File: src/wtc_regs.svh
// constants of the wide threshold comparator: reset values and timing
// assumes a core clock of 50 MHz; included by bare name
`ifndef WTC_REGS_SVH
`define WTC_REGS_SVH

`define WTC_CLK_PERIOD_NS      20
`define WTC_SCAN_TIME_NS       1000
`define WTC_SCAN_CYCLES        ((`WTC_SCAN_TIME_NS + `WTC_CLK_PERIOD_NS - 1) / `WTC_CLK_PERIOD_NS)
`define WTC_SCAN_CNT_W         6

`define WTC_LOWER_SETTING_RST  32'h0000_0000
`define WTC_UPPER_SETTING_RST  32'h0000_0000
`define WTC_RESULT_RST         1'b0

`define WTC_SETTING_SEL_LOWER  1'b0
`define WTC_SETTING_SEL_UPPER  1'b1

`define WTC_FLOAT_SIGN_BIT     31
`define WTC_FLOAT_EXP_MSB      30
`define WTC_FLOAT_EXP_LSB      23
`define WTC_FLOAT_MANT_MSB     22
`define WTC_FLOAT_EXP_ALL_ONES 8'hff

`endif

File: src/wtc_pkg.sv
// types shared by the wide threshold comparator files
// assumes nothing of its surroundings
package wtc_pkg;

    typedef enum logic [2:0] {
        WTC_MODE_EQ  = 3'h0,
        WTC_MODE_GT  = 3'h1,
        WTC_MODE_LT  = 3'h2,
        WTC_MODE_GE  = 3'h3,
        WTC_MODE_LE  = 3'h4,
        WTC_MODE_NE  = 3'h5,
        WTC_MODE_IN  = 3'h6,
        WTC_MODE_OUT = 3'h7
    } wtc_mode_t;

    typedef enum logic {
        WTC_FMT_INT   = 1'b0,
        WTC_FMT_FLOAT = 1'b1
    } wtc_format_t;

    typedef enum logic [1:0] {
        WTC_ST_IDLE    = 2'b00,
        WTC_ST_LATCH   = 2'b01,
        WTC_ST_DECIDE  = 2'b11,
        WTC_ST_PUBLISH = 2'b10
    } wtc_state_t;

endpackage

File: src/wtc_scan_tick.sv
// scan rate divider: one-cycle tick once per scan period
// assumes a single core clock and asynchronous active-low reset
`timescale 1ns/1ns
`include "wtc_regs.svh"

module wtc_scan_tick (
    input  wire logic core_clk,
    input  wire logic nrst,
    output logic      scan_tick
);
    import wtc_pkg::*;

    localparam logic [`WTC_SCAN_CNT_W-1:0] SCAN_LAST =
        `WTC_SCAN_CNT_W'(`WTC_SCAN_CYCLES - 1);

    logic [`WTC_SCAN_CNT_W-1:0] cnt_r;
    logic [`WTC_SCAN_CNT_W-1:0] cnt_nxt;
    logic                       tick_r;
    logic                       tick_nxt;

    always_comb begin
        tick_nxt = (cnt_r == SCAN_LAST);
        cnt_nxt  = tick_nxt ? '0 : cnt_r + `WTC_SCAN_CNT_W'(1);
    end

    always_ff @(posedge core_clk or negedge nrst) begin
        if (!nrst) begin
            cnt_r  <= '0;
            tick_r <= 1'b0;
        end else begin
            cnt_r  <= cnt_nxt;
            tick_r <= tick_nxt;
        end
    end

    assign scan_tick = tick_r;

endmodule

File: src/wtc_order.sv
// orders two 32-bit words as single-precision floats or signed integers
// assumes stable inputs; purely combinational
`timescale 1ns/1ns
`include "wtc_regs.svh"

module wtc_order (
    input  wire logic               [31:0] val_x,
    input  wire logic               [31:0] val_y,
    input  wire wtc_pkg::wtc_format_t      format_sel,
    output logic                           x_less,
    output logic                           x_equal,
    output logic                           unordered
);
    import wtc_pkg::*;

    function automatic logic is_nan(input logic [31:0] v);
        is_nan = (v[`WTC_FLOAT_EXP_MSB:`WTC_FLOAT_EXP_LSB] == `WTC_FLOAT_EXP_ALL_ONES)
                 && (v[`WTC_FLOAT_MANT_MSB:0] != '0);
    endfunction

    // sign-magnitude to monotonic unsigned key
    function automatic logic [31:0] fkey(input logic [31:0] v);
        fkey = v[`WTC_FLOAT_SIGN_BIT] ? ~v : (v | 32'h8000_0000);
    endfunction

    logic both_zero;

    always_comb begin
        both_zero = (val_x[30:0] == '0) && (val_y[30:0] == '0);
        unordered = 1'b0;
        x_less    = 1'b0;
        x_equal   = 1'b0;
        if (format_sel == WTC_FMT_FLOAT) begin
            unordered = is_nan(val_x) || is_nan(val_y);
            if (!unordered) begin
                // plus and minus zero are the same number
                x_equal = both_zero || (val_x == val_y);
                x_less  = !x_equal && (fkey(val_x) < fkey(val_y));
            end
        end else begin
            x_equal = (val_x == val_y);
            x_less  = $signed(val_x) < $signed(val_y);
        end
    end

endmodule

File: src/wtc_top.sv
// wide threshold comparator: operand against lower and upper thresholds
// assumes operands and controls come from logic on core_clk; no sync needed
`timescale 1ns/1ns
`include "wtc_regs.svh"

// Summary of operation
// - In float format the operand and thresholds are compared as 32-bit floats.
// - In integer format they are compared as 32-bit signed two's-complement values.
// - A result is produced only while compare_enable is held high by the driver.
// - While enabled the result is high when the chosen condition holds, else low.
// - Each threshold comes from its stored setting or from its port when connected.
// - Equal mode sets the result when operand_a equals lower_threshold.
// - Greater mode sets it only when operand_a is strictly above lower_threshold.
// - Smaller mode sets it only when operand_a is strictly below lower_threshold.
// - Greater-or-equal mode sets it when operand_a is at or above lower_threshold.
// - Smaller-or-equal mode sets it when operand_a is at or below lower_threshold.
// - Not-equal mode sets it whenever operand_a differs from lower_threshold.
// - In-range mode sets it when operand_a lies strictly between both thresholds.
// - Out-of-range mode sets it when operand_a is above upper or below lower.
// - Single-threshold modes ignore upper_threshold; only window modes use both.
// - While compare_enable is low the result holds its last value, high or low.
module wtc_top (
    input  wire logic                  core_clk,
    input  wire logic                  nrst,
    input  wire wtc_pkg::wtc_format_t  format_sel,
    input  wire wtc_pkg::wtc_mode_t    compare_mode,
    input  wire logic                  compare_enable,
    input  wire logic           [31:0] operand_a,
    input  wire logic           [31:0] lower_threshold,
    input  wire logic           [31:0] upper_threshold,
    input  wire logic                  lower_port_connected,
    input  wire logic                  upper_port_connected,
    input  wire logic                  setting_wr,
    input  wire logic                  setting_sel,
    input  wire logic           [31:0] setting_data,
    output logic                       compare_result,
    output logic                       float_compare_result,
    output logic                       signed_compare_result,
    output logic                       result_update,
    output logic                       unordered_seen,
    output logic                [31:0] lower_threshold_setting,
    output logic                [31:0] upper_threshold_setting
);
    import wtc_pkg::*;

    ////////////////////////////////////////////////////////////////////////
    // mode decoding

    function automatic logic uses_upper(input wtc_mode_t m);
        uses_upper = (m == WTC_MODE_IN) || (m == WTC_MODE_OUT);
    endfunction

    ////////////////////////////////////////////////////////////////////////
    // stored threshold settings

    logic [31:0] lower_set_r;
    logic [31:0] lower_set_nxt;
    logic [31:0] upper_set_r;
    logic [31:0] upper_set_nxt;

    always_comb begin
        lower_set_nxt = lower_set_r;
        upper_set_nxt = upper_set_r;
        if (setting_wr) begin
            if (setting_sel == `WTC_SETTING_SEL_LOWER) begin
                lower_set_nxt = setting_data;
            end else begin
                upper_set_nxt = setting_data;
            end
        end
    end

    always_ff @(posedge core_clk or negedge nrst) begin
        if (!nrst) begin
            lower_set_r <= `WTC_LOWER_SETTING_RST;
            upper_set_r <= `WTC_UPPER_SETTING_RST;
        end else begin
            lower_set_r <= lower_set_nxt;
            upper_set_r <= upper_set_nxt;
        end
    end

    assign lower_threshold_setting = lower_set_r;
    assign upper_threshold_setting = upper_set_r;

    ////////////////////////////////////////////////////////////////////////
    // scan tick

    logic scan_tick;

    wtc_scan_tick u_scan (
        .core_clk  (core_clk),
        .nrst      (nrst),
        .scan_tick (scan_tick)
    );

    ////////////////////////////////////////////////////////////////////////
    // evaluation sequencer and operand snapshot
    // snapshot keeps one scan's operands coherent across the pipeline

    wtc_state_t  state_r;
    wtc_state_t  state_nxt;
    logic [31:0] op_a_r;
    logic [31:0] op_a_nxt;
    logic [31:0] lo_r;
    logic [31:0] lo_nxt;
    logic [31:0] hi_r;
    logic [31:0] hi_nxt;
    wtc_mode_t   mode_r;
    wtc_mode_t   mode_nxt;
    wtc_format_t fmt_r;
    wtc_format_t fmt_nxt;

    always_comb begin
        state_nxt = state_r;
        op_a_nxt  = op_a_r;
        lo_nxt    = lo_r;
        hi_nxt    = hi_r;
        mode_nxt  = mode_r;
        fmt_nxt   = fmt_r;
        unique case (state_r)
            WTC_ST_IDLE: begin
                if (scan_tick && compare_enable) begin
                    state_nxt = WTC_ST_LATCH;
                end
            end
            WTC_ST_LATCH: begin
                op_a_nxt = operand_a;
                mode_nxt = compare_mode;
                fmt_nxt  = format_sel;
                lo_nxt   = lower_port_connected ? lower_threshold : lower_set_r;
                // upper word kept out of single-threshold modes
                hi_nxt   = !uses_upper(compare_mode) ? lo_r :
                           upper_port_connected ? upper_threshold : upper_set_r;
                state_nxt = WTC_ST_DECIDE;
            end
            WTC_ST_DECIDE: begin
                state_nxt = WTC_ST_PUBLISH;
            end
            WTC_ST_PUBLISH: begin
                state_nxt = WTC_ST_IDLE;
            end
        endcase
    end

    always_ff @(posedge core_clk or negedge nrst) begin
        if (!nrst) begin
            state_r <= WTC_ST_IDLE;
            op_a_r  <= '0;
            lo_r    <= '0;
            hi_r    <= '0;
            mode_r  <= WTC_MODE_EQ;
            fmt_r   <= WTC_FMT_INT;
        end else begin
            state_r <= state_nxt;
            op_a_r  <= op_a_nxt;
            lo_r    <= lo_nxt;
            hi_r    <= hi_nxt;
            mode_r  <= mode_nxt;
            fmt_r   <= fmt_nxt;
        end
    end

    ////////////////////////////////////////////////////////////////////////
    // orderings against both thresholds

    logic a_lt_lo;
    logic a_eq_lo;
    logic un_lo;
    logic a_lt_hi;
    logic a_eq_hi;
    logic un_hi;

    wtc_order u_ord_lo (
        .val_x      (op_a_r),
        .val_y      (lo_r),
        .format_sel (fmt_r),
        .x_less     (a_lt_lo),
        .x_equal    (a_eq_lo),
        .unordered  (un_lo)
    );

    wtc_order u_ord_hi (
        .val_x      (op_a_r),
        .val_y      (hi_r),
        .format_sel (fmt_r),
        .x_less     (a_lt_hi),
        .x_equal    (a_eq_hi),
        .unordered  (un_hi)
    );

    ////////////////////////////////////////////////////////////////////////
    // condition select, registered in DECIDE

    logic cond_r;
    logic cond_nxt;
    logic unord_r;
    logic unord_nxt;
    logic a_gt_lo;
    logic a_gt_hi;
    logic any_un;

    always_comb begin
        any_un  = un_lo || (uses_upper(mode_r) && un_hi);
        // nan compares false except for not-equal
        a_gt_lo = !a_lt_lo && !a_eq_lo && !un_lo;
        a_gt_hi = !a_lt_hi && !a_eq_hi && !un_hi;
        cond_nxt  = cond_r;
        unord_nxt = unord_r;
        if (state_r == WTC_ST_DECIDE) begin
            unord_nxt = any_un;
            unique case (mode_r)
                WTC_MODE_EQ:  cond_nxt = a_eq_lo;
                WTC_MODE_GT:  cond_nxt = a_gt_lo;
                WTC_MODE_LT:  cond_nxt = a_lt_lo;
                WTC_MODE_GE:  cond_nxt = a_gt_lo || a_eq_lo;
                WTC_MODE_LE:  cond_nxt = a_lt_lo || a_eq_lo;
                WTC_MODE_NE:  cond_nxt = !a_eq_lo;
                // strict window, lower below upper assumed
                WTC_MODE_IN:  cond_nxt = a_gt_lo && a_lt_hi;
                WTC_MODE_OUT: cond_nxt = a_gt_hi || a_lt_lo;
            endcase
        end
    end

    always_ff @(posedge core_clk or negedge nrst) begin
        if (!nrst) begin
            cond_r  <= 1'b0;
            unord_r <= 1'b0;
        end else begin
            cond_r  <= cond_nxt;
            unord_r <= unord_nxt;
        end
    end

    ////////////////////////////////////////////////////////////////////////
    // published results

    logic res_r;
    logic res_nxt;
    logic fres_r;
    logic fres_nxt;
    logic sres_r;
    logic sres_nxt;
    logic upd_r;
    logic upd_nxt;
    logic useen_r;
    logic useen_nxt;

    always_comb begin
        res_nxt   = res_r;
        fres_nxt  = fres_r;
        sres_nxt  = sres_r;
        useen_nxt = useen_r;
        upd_nxt   = 1'b0;
        // enable dropped mid-scan: hold previous result
        if (state_r == WTC_ST_PUBLISH && compare_enable) begin
            res_nxt   = cond_r;
            upd_nxt   = 1'b1;
            useen_nxt = unord_r;
            if (fmt_r == WTC_FMT_FLOAT) begin
                fres_nxt = cond_r;
            end else begin
                sres_nxt = cond_r;
            end
        end
    end

    always_ff @(posedge core_clk or negedge nrst) begin
        if (!nrst) begin
            res_r   <= `WTC_RESULT_RST;
            fres_r  <= `WTC_RESULT_RST;
            sres_r  <= `WTC_RESULT_RST;
            upd_r   <= 1'b0;
            useen_r <= 1'b0;
        end else begin
            res_r   <= res_nxt;
            fres_r  <= fres_nxt;
            sres_r  <= sres_nxt;
            upd_r   <= upd_nxt;
            useen_r <= useen_nxt;
        end
    end

    assign compare_result        = res_r;
    assign float_compare_result  = fres_r;
    assign signed_compare_result = sres_r;
    assign result_update         = upd_r;
    assign unordered_seen        = useen_r;

endmodule

File: config.mk
export PLATFORM = sky130hd
export DESIGN_NAME = wtc_top
export DESIGN_NICKNAME = d
export VERILOG_FILES = /design/src/wtc_pkg.sv /design/src/wtc_scan_tick.sv /design/src/wtc_order.sv /design/src/wtc_top.sv
export VERILOG_INCLUDE_DIRS = /design/src
export SDC_FILE = /design/constraint.sdc
export NUM_CORES = 1
export LEC_CHECK = 0
export BUFFER_PORTS_ARGS = -buffer_cell sky130_fd_sc_hd__buf_4
export CAP_MARGIN = 20
export CORE_MARGIN = 4
export CORE_UTILIZATION = 52
export CTS_CLUSTER_DIAMETER = 60
export DETAILED_ROUTE_END_ITERATION = 8
export PLACE_DENSITY = 0.78
export SLEW_MARGIN = 15
export SYNTH_ARGS = -nofsm -noshare
export SYNTH_HDL_FRONTEND = slang
export SYNTH_SLANG_ARGS = --single-unit
File: constraint.sdc
create_clock -name core_clk -period 3.15 [get_ports core_clk]
set_input_delay 0 -clock core_clk [delete_from_list [all_inputs] [get_ports core_clk]]
set_output_delay 0 -clock core_clk [all_outputs]
set_load 0.02 [all_outputs]
==> results_tabular.tex, run 1 <==
\begin{tabular}{lr}
\hline
Metric & Value \\
\hline
\multicolumn{2}{l}{\textbf{GRT}} \\
\quad Number of antenna violations at the first check in global routing & 0 \\
\quad Pin count of the biggest net entering global routing & 86 \\
\quad Via count of the first global-routing pass & about 11000 \\
\quad Total global routing track utilization & 0.2938 \\
\quad First-pass GRT wire length & about 60 mm \\
\quad Total gr overflow & 0 \\
\multicolumn{2}{l}{\textbf{Die}} \\
\quad Number of ports placed on the die boundary & 208 \\
\quad Placeable Area & 22090 µm² \\
\quad Effective utilization at floorplan & 0.5365 \\
\quad Height of the die & 159.0 µm \\
\quad Area of the die & 25280 µm² \\
\quad Site row count & 54 \\
\quad Die Width & about 160 µm \\
\multicolumn{2}{l}{\textbf{Synthesis}} \\
\quad Synthesized-area fraction occupied by adder cells & 0.1351 \\
\quad Async S/R FF share, synth & 1.000 \\
\quad Ranking of synthesized cells by area & dfrtp\_1 38\%, ha\_1 14\%, mux2\_2 9.7\% \\
\quad Fraction of the yosys area taken by sequential cells & 0.3800 \\
\quad Fraction of synthesized area in multiplexers & 0.1527 \\
\quad Synth area leader & dfrtp\_1 \\
\quad Mapped Cells & approximately 1200 \\
\quad Synthesized-area fraction occupied by xor and xnor cells & 0.07093 \\
\quad Synthesized area divided by synthesized cell count & 9.911 µm² \\
\quad Post-synth top area share & 0.3800 \\
\quad Syn. warnings & 0 \\
\quad Library cells used by synthesis & 58 \\
\quad Main synth FF type & dfrtp\_1 \\
\quad Most common cell in the netlist & dfrtp\_1 \\
\quad Syn nets & 1463 \\
\quad Area of the mapped netlist & 11850 µm² \\
\quad Post-synth EDFFs & 0 \\
\quad Dominant combinational cell family by area after synthesis & multiplexers \\
\quad Share of the synthesized area in compound gates (AO/OA/AOI/OAI) & 0.1068 \\
\quad Simple logic cell fraction of the synthesized area & 0.1160 \\
\quad Most frequent cells after synthesis & 180 x dfrtp\_1, 128 x ha\_1, 111 x nand2\_1 \\
\quad Number of flip-flops and latches in the synthesized netlist & 180 \\
\multicolumn{2}{l}{\textbf{Power}} \\
\quad Switching component of the power & just under 2000 µW \\
\quad Leakage power summed over all cells & 0.007962 µW \\
\quad Net switching fraction of the power & 0.3166 \\
\quad Internal power contribution & 4212 µW \\
\quad Reg power frac & 0.425 \\
\quad P per Cell Area & around 400 nW/µm² \\
\quad Clock power share & 0.352 \\
\quad Logic gate share of total power & 0.223 \\
\quad Peak supply drop & around 0.38 mV \\
\multicolumn{2}{l}{\textbf{Routing}} \\
\quad Routed via count divided by cell count & 5.738 \\
\quad Detailed-route DRC error count & 0 \\
\quad Max Used Layer & met4 \\
\quad Post-route antenna net violation count & 0 \\
\quad Post-Route WL & 37.44 mm \\
\quad Total via count after detailed routing & 10480 \\
\quad Met1 layer wirelength in the final routing & 16.67 mm \\
\quad Number of DRC markers after the initial detailed-route iteration & 692 \\
\quad First drt pass iteration count & 5 \\
\quad Routed length on met2 & 17.62 mm \\
\quad Amount of wire on met3 after detailed routing & about 2.2 mm \\
\quad Average wire per standard cell & 20.51 µm \\
\multicolumn{2}{l}{\textbf{Clock network}} \\
\quad TritonCTS clock tree & built \\
\quad CTS Root Cell & clkbuf\_16 \\
\quad Number of clock sinks seen by CTS & 180 \\
\quad Clk Latency, worst-skew pair & 440 ps \\
\quad Number of buffers created by CTS & 17 \\
\quad Number of H-tree branching levels & 4 \\
\quad Clock-pin transition on the worst setup and hold timing paths & 80 ps \\
\quad CTS max path bufs & 2 \\
\multicolumn{2}{l}{\textbf{Placement}} \\
\quad Placer congestion estimate & 0.9529 \\
\quad Placed inst area & around 14000 µm² \\
\quad Post-detailed-placement half-perimeter wirelength & 27.04 mm \\
\quad Number of buffers inserted by port buffering & 207 \\
\multicolumn{2}{l}{\textbf{Flow run}} \\
\quad \# Max-Cap Violations & 0 \\
\multicolumn{2}{l}{\textbf{Layout}} \\
\quad Register Area & about 4500 µm² \\
\quad Antenna diode instance count & 0 \\
\quad Post-route cell area & 15770 µm² \\
\quad Layout-stage area growth over the synthesis result & 33.01\% \\
\quad Area of the multi-input gates & 6955 µm² \\
\quad Fraction of final layout cells with drive strength greater than 1 & 0.2697 \\
\quad \# fillers & 1571 \\
\quad Net count of the finished layout & 1800 \\
\multicolumn{2}{l}{\textbf{STA}} \\
\quad Number of failing hold endpoints at the final stage & 0 \\
\quad Final Max Slew Viols & 0 \\
\quad Final setup violation count & 0 \\
\quad Largest clock skew in the final design & 14.15 ps \\
\quad Maximum operating frequency & 329.7 MHz \\
\quad Hold Slack & 22.41 ps \\
\quad Worst Tran Pin Value & 842.9 ps \\
\quad Time the final worst path needs with I/O delays and setup & 3033 ps \\
\quad Tcrit/Tclk final & 0.9629 \\
\quad Worst slew slack as a fraction of its limit & 0.4380 \\
\quad Post-route setup TNS & 0 ps \\
\multicolumn{2}{l}{\textbf{Setup path}} \\
\quad Critical path data required time & 3480 ps \\
\quad Critical path arrival & 3360 ps \\
\quad Worst setup SP type & register \\
\quad Kind of end point of the critical path & register \\
\quad Maximum fanout along the worst path & 5 \\
\quad Critical path start-end classification & register to register \\
\multicolumn{2}{l}{\textbf{Run status}} \\
\quad Result of the run & finished, final reports clean \\
\multicolumn{2}{l}{\textbf{Min path}} \\
\quad Class of the most critical hold timing path & input pin to register \\
\hline
\end{tabular}
## registers in the layout, indices dropped and copies added (netlist names)
register / cells
float_compare_result: 1
u_scan.scan_tick: 1
u_scan.cnt_r: 6
op_a_r: 32
fmt_r: 1
state_r: 2
cond_r: 1
signed_compare_result: 1
unordered_seen: 1
upper_threshold_setting: 32
lo_r: 32
mode_r: 3
hi_r: 32
compare_result: 1
lower_threshold_setting: 32
unord_r: 1
result_update: 1
## worst max-delay path, cell delays in order (launching register included)
cell       delay (ps)
dfrtp_1           460
ha_1              370
nand4_1           160
nor3_2             80
a21boi_1          130
or4b_4            550
a2111oi_2         390
mux2_1            380
nor2_1            120
o21ai_1            90
a31o_1            200
## metrics by stage
step,utilization,total power (µW),instances,worst slack [ps]
3_3_place_gp,0.6348,3842,1684,181.6
6_report,0.7136,6163,1826,116.9
4_1_cts,0.7109,6153,1825,135.3
2_1_floorplan,-,3269,1196,30.86
5_1_grt,0.7136,6410,1826,-14.86
3_5_place_dp,0.6348,3879,1684,151.8
## layout by cell type (no fill, tap or decap), drive strengths merged, types with 2 or more instances in the layout
| cell type | Yosys | routed |
|---|---|---|
| clkinv | 0 | 7 |
| nand3 | 14 | 14 |
| nand2b | 2 | 2 |
| o21ai | 87 | 87 |
| nor2b | 9 | 9 |
| dlygate4sd3 | 0 | 109 |
| o31ai | 2 | 2 |
| nand2 | 111 | 111 |
| xnor2 | 64 | 64 |
| inv | 66 | 72 |
| nor3 | 11 | 11 |
| o311a | 2 | 2 |
| buf | 23 | 264 |
| a21boi | 4 | 4 |
| nor2 | 60 | 60 |
| and4 | 6 | 6 |
| a211oi | 7 | 7 |
| clkbuf | 32 | 18 |
| ha | 128 | 128 |
| a2111oi | 2 | 2 |
| dfrtp | 180 | 180 |
| xor2 | 32 | 32 |
| or3 | 4 | 4 |
| and3 | 2 | 2 |
| or2 | 2 | 2 |
| nor4 | 24 | 24 |
| nand4 | 32 | 32 |
| mux2 | 103 | 103 |
| a221oi | 5 | 5 |
| o211ai | 5 | 5 |
| a21oi | 82 | 82 |
| a21o | 13 | 13 |
| mux2i | 65 | 65 |
## logic make-up (layout without fill, tap and decap cells)
logic type,after synthesis,in the layout
DFF,180,180
buffers and inverters,121,471
AOI/OAI and AO/OA,219,219
and+or+nand+nor,284,284
xor gates and xnor gates,96,96
adders and majority gates,128,128
muxes,168,168
## cell type report
| cell class | count | area share |
|---|---|---|
| Clock buffer | 18 | 0.02722 |
| Clock inverter | 14 | 0.01024 |
| Inverter | 66 | 0.01571 |
| Multi-Input combinational cell | 895 | 0.4412 |
| Sequential cell | 180 | 0.2857 |
| Tap cell | 280 | 0.02222 |
| Timing Repair Buffer | 373 | 0.1978 |
## routing by layer
metal  track usage  up-vias
li1              -     4936
met1        0.3959     5092
met2        0.4858      381
met3       0.05980       68
met4       0.08205        0
met5             0        -
## power groups by stage
stage	logic [µW]	registers [µW]	clock network, µW
6_report	1370	2620	2170
5_1_grt	1470	2640	2300
4_1_cts	1340	2610	2200
3_5_place_dp	1230	2650	0
3_3_place_gp	1200	2650	0
2_1_floorplan	509	2760	0
## what timing repair did
action | CTS | global route
resized for setup | 0 | 10
hold endpoints to repair | 224 | 0
setup buffers | 0 | 1
setup endpoints to repair | 0 | 1
hold buffers | 109 | 0
## final timing paths
check | startpoint | to | slack, ps | depth (start not counted)
worst min-delay path | upper_threshold[16] | hi_r[16]$_DFFE_PN0P_ | 20 | 5
max in group asynchronous | nrst | u_scan.cnt_r[5]$_DFF_PN0_ | 2040 | 3
worst min register to register | compare_result$_DFFE_PN0P_ | compare_result$_DFFE_PN0P_ | 480 | 2
min in group asynchronous | nrst | lower_threshold_setting[5]$_DFFE_PN0P_ | 160 | 2
worst max register to register | op_a_r[7]$_DFFE_PN0P_ | cond_r$_DFFE_PN0P_ | 120 | 10
worst max-delay path | op_a_r[7]$_DFFE_PN0P_ | cond_r$_DFFE_PN0P_ | 120 | 10
Power figures use the tool's default switching activity.
==> run 2, diff against run 1 <==
--- a/config.mk
+++ b/config.mk
@@ -9,10 +9,10 @@
 export BUFFER_PORTS_ARGS = -buffer_cell sky130_fd_sc_hd__buf_4
 export CAP_MARGIN = 20
 export CORE_MARGIN = 4
-export CORE_UTILIZATION = 52
+export CORE_UTILIZATION = 57
 export CTS_CLUSTER_DIAMETER = 60
 export DETAILED_ROUTE_END_ITERATION = 8
-export PLACE_DENSITY = 0.78
+export PLACE_DENSITY = 0.81
 export SLEW_MARGIN = 15
 export SYNTH_ARGS = -nofsm -noshare
 export SYNTH_HDL_FRONTEND = slang
==> constraint.sdc (replaced) <==
create_clock -name core_clk -period 2.97 [get_ports core_clk]
set_input_delay 0 -clock core_clk [delete_from_list [all_inputs] [get_ports core_clk]]
set_output_delay 0 -clock core_clk [all_outputs]
set_load 0.02 [all_outputs]
==> run 2 against run 1 <==
  * The flow now finishes with violations (design-rule violations)
  * Global-route usage increased by 3.4 points
  * Combinational power up 9%
  * Fmax up 4.1%
  * Largest cell class unchanged
  * Worst hold slack got worse by 9.2 ps
  * Via count grew 3.9%
  * Worst setup slack got worse by 62 ps
==> results_tabular.tex, run 2 (same netlist as run 1, synthesis figures left out) <==
\begin{tabular}{lr}
\hline
Metric & Value \\
\hline
\multicolumn{2}{l}{\textbf{Die}} \\
\quad Area of the die & 23170 µm² (-8.3\%) \\
\quad Height of the die & 152.2 µm (-4.3\%) \\
\quad Placeable Area & 20360 µm² (-7.8\%) \\
\quad Number of ports placed on the die boundary & 208 (unchanged) \\
\quad Die Width & 152.2 µm (-4.3\%) \\
\quad Effective utilization at floorplan & 0.5821 (+0.04556) \\
\quad Site row count & 52 (-3.7\%) \\
\multicolumn{2}{l}{\textbf{GRT}} \\
\quad Total global routing track utilization & 0.3274 (+0.03361) \\
\quad Number of antenna violations at the first check in global routing & 0 (unchanged) \\
\quad Via count of the first global-routing pass & 11350 (+4.3\%) \\
\quad First-pass GRT wire length & 61.17 mm (+2.2\%) \\
\quad Pin count of the biggest net entering global routing & 89 (+3.5\%) \\
\quad Total gr overflow & 0 (unchanged) \\
\multicolumn{2}{l}{\textbf{Power}} \\
\quad Internal power contribution & 4501 µW (+6.9\%) \\
\quad Logic gate share of total power & 0.228 (+0.005) \\
\quad Clock power share & 0.351 (about the same) \\
\quad Reg power frac & 0.421 (-0.004) \\
\quad Switching component of the power & 2094 µW (+7.4\%) \\
\quad Peak supply drop & 0.3614 mV (-4.5\%) \\
\quad Leakage power summed over all cells & 0.008108 µW (+1.8\%) \\
\quad P per Cell Area & 408.9 nW/µm² (+4.6\%) \\
\quad Net switching fraction of the power & 0.3175 (+0.0009760) \\
\multicolumn{2}{l}{\textbf{Setup path}} \\
\quad Maximum fanout along the worst path & 6 (+1) \\
\quad Critical path arrival & 3250 ps (-110 ps) \\
\quad Worst setup SP type & register \\
\quad Critical path data required time & 3310 ps (-170 ps) \\
\quad Kind of end point of the critical path & register \\
\quad Critical path start-end classification & register to register \\
\multicolumn{2}{l}{\textbf{Layout}} \\
\quad Antenna diode instance count & 0 (unchanged) \\
\quad Leading cell type in the layout, fill and taps excluded & buf\_4 \\
\quad \# fillers & 1249 (-20\%) \\
\quad Net count of the finished layout & 1820 (+1.1\%) \\
\quad Post-route cell area & 16130 µm² (+2.3\%) \\
\quad Post-route non-filler standard cell count & 1836 (+0.55\%) \\
\quad Layout-stage area growth over the synthesis result & 36.07\% \\
\quad Most frequent cells in the layout & 278 x buf\_4, 171 x dfrtp\_1, 125 x ha\_1 \\
\quad Fraction of final layout cells with drive strength greater than 1 & 0.2976 (+0.02785) \\
\multicolumn{2}{l}{\textbf{Clock network}} \\
\quad Number of H-tree branching levels & 4 (unchanged) \\
\quad Clock-pin transition on the worst setup and hold timing paths & 80 ps (about the same) \\
\quad TritonCTS clock tree & built \\
\quad Number of clock sinks seen by CTS & 180 (unchanged) \\
\quad CTS max path bufs & 2 (unchanged) \\
\quad Number of buffers created by CTS & 17 (unchanged) \\
\quad Clk Latency, worst-skew pair & 450 ps (about the same) \\
\quad CTS Root Cell & clkbuf\_16 \\
\multicolumn{2}{l}{\textbf{Run status}} \\
\quad Failing checks & design-rule violations \\
\quad Result of the run & complete, but fails checks \\
\multicolumn{2}{l}{\textbf{Routing}} \\
\quad Total via count after detailed routing & 10880 (+3.9\%) \\
\quad First drt pass iteration count & 9 (+4) \\
\quad Post-Route WL & 38.51 mm (+2.8\%) \\
\quad Detailed-route DRC error count & 1 (+1) \\
\quad Post-route antenna net violation count & 0 (unchanged) \\
\quad Number of DRC markers after the initial detailed-route iteration & 992 (+43\%) \\
\quad Average wire per standard cell & 20.97 µm (+2.3\%) \\
\quad Routed via count divided by cell count & 5.928 (+3.3\%) \\
\multicolumn{2}{l}{\textbf{STA}} \\
\quad Worst slew slack as a fraction of its limit & 0.4533 (+0.01530) \\
\quad Tcrit/Tclk final & 0.9814 (+0.01853) \\
\quad Maximum operating frequency & 343.1 MHz (+4.1\%) \\
\quad Number of failing hold endpoints at the final stage & 0 (unchanged) \\
\quad Largest clock skew in the final design & 13.74 ps (-0.4009 ps) \\
\quad Time the final worst path needs with I/O delays and setup & 2915 ps (-118.3 ps) \\
\quad Final Max Slew Viols & 0 (unchanged) \\
\quad Worst Tran Pin Value & 820.0 ps (-22.94 ps) \\
\quad Final setup violation count & 0 (unchanged) \\
\quad Post-route setup TNS & 0 ps (unchanged) \\
\multicolumn{2}{l}{\textbf{Placement}} \\
\quad Placer congestion estimate & 1.004 (+5.4\%) \\
\quad Placed Cells incl. Taps & 1692 (+0.48\%) \\
\quad Number of buffers inserted by port buffering & 207 (unchanged) \\
\quad Placed inst area & 14180 µm² (+1.1\%) \\
\quad Post-detailed-placement half-perimeter wirelength & 26.51 mm (-1.9\%) \\
\multicolumn{2}{l}{\textbf{Min path}} \\
\quad Class of the most critical hold timing path & input pin to register \\
\multicolumn{2}{l}{\textbf{Flow run}} \\
\quad \# Max-Cap Violations & 0 (unchanged) \\
\hline
\end{tabular}
## run 2: cell count changes in the layout (fill, tap and decap cells not counted), moves of 3 or more
cell,previous run,this run
buf_4,259,278
dfrtp_1,180,171
dfrtp_2,0,9
buf_12,3,7
clkinv_4,4,0
dlygate4sd3_1,109,105
inv_6,1,5
clkinv_8,3,6
ha_1,128,125
ha_4,0,3
o21ai_0,82,79
## run 2: critical path, stage by stage, from the launching register on
cell and delay (ps):
dfrtp_2 480, buf_12 170, xor2_1 220, ha_1 280
a21o_1 180, a21oi_1 150, a21oi_1 90, a211oi_1 290
buf_4 200, o221ai_1 170, o21ai_1 170, o21ai_1 80
o2bb2ai_1 140, a31o_1 190
## run 2: per-stage QoR
step           hold WS (ps)  power (µW)  utilization  setup slack, ps
2_1_floorplan        -295.6        3468            -            53.53
3_3_place_gp          109.6        4081       0.6965            66.28
3_5_place_dp          116.0        4124       0.6965           -46.64
4_1_cts               4.150        6533       0.7780            3.052
5_1_grt               64.61        6852       0.7920           -33.04
6_report              13.22        6596       0.7920            55.17
## run 2: routing by layer
| metal | routed length, µm | global-route usage |
|---|---|---|
| met1 | 15390 | 0.4314 |
| met2 | 18570 | 0.5349 |
| met3 | 3270 | 0.06816 |
| met4 | 1276 | 0.1250 |
| met5 | 0 | 0 |
## run 2: repair_timing
action,CTS,global route
resized for setup,1,42
pin swaps,1,15
hold endpoints to repair,224,0
gates cloned,0,2
hold buffers,105,0
setup endpoints to repair,1,1
setup buffers,0,5
## run 2: worst paths after layout
| path | slack (ps) | endpoint | cells past startpoint | start |
|---|---|---|---|---|
| min in group asynchronous | 200 | hi_r[10]$_DFFE_PN0P_ | 2 | nrst |
| worst max-delay path | 60 | cond_r$_DFFE_PN0P_ | 13 | op_a_r[31]$_DFFE_PN0P_ |
| worst max register to register | 60 | cond_r$_DFFE_PN0P_ | 13 | op_a_r[31]$_DFFE_PN0P_ |
| worst min register to register | 480 | unordered_seen$_DFFE_PN0P_ | 2 | unord_r$_DFFE_PN0P_ |
| worst min-delay path | 10 | hi_r[23]$_DFFE_PN0P_ | 5 | upper_threshold[23] |
| max in group asynchronous | 1910 | upper_threshold_setting[10]$_DFFE_PN0P_ | 3 | nrst |
## run 2: layout make-up
type	count	area (µm²)	area share
multi-input combinational	895	7083	0.4391
sequential	180	4516	0.2800
timing repair buffer	393	3339	0.2070
clock buffer	17	425.4	0.02638
tap	270	337.8	0.02094
inverter	66	247.7	0.01536
clock inverter	15	180.2	0.01117
## run 2: power by group through the flow
stage	sequential (µW)	combinational [µW]	clock, µW
6_report	2780	1500	2310
5_1_grt	2800	1620	2430
4_1_cts	2760	1440	2330
3_5_place_dp	2810	1320	0
3_3_place_gp	2800	1280	0
2_1_floorplan	2930	540	0
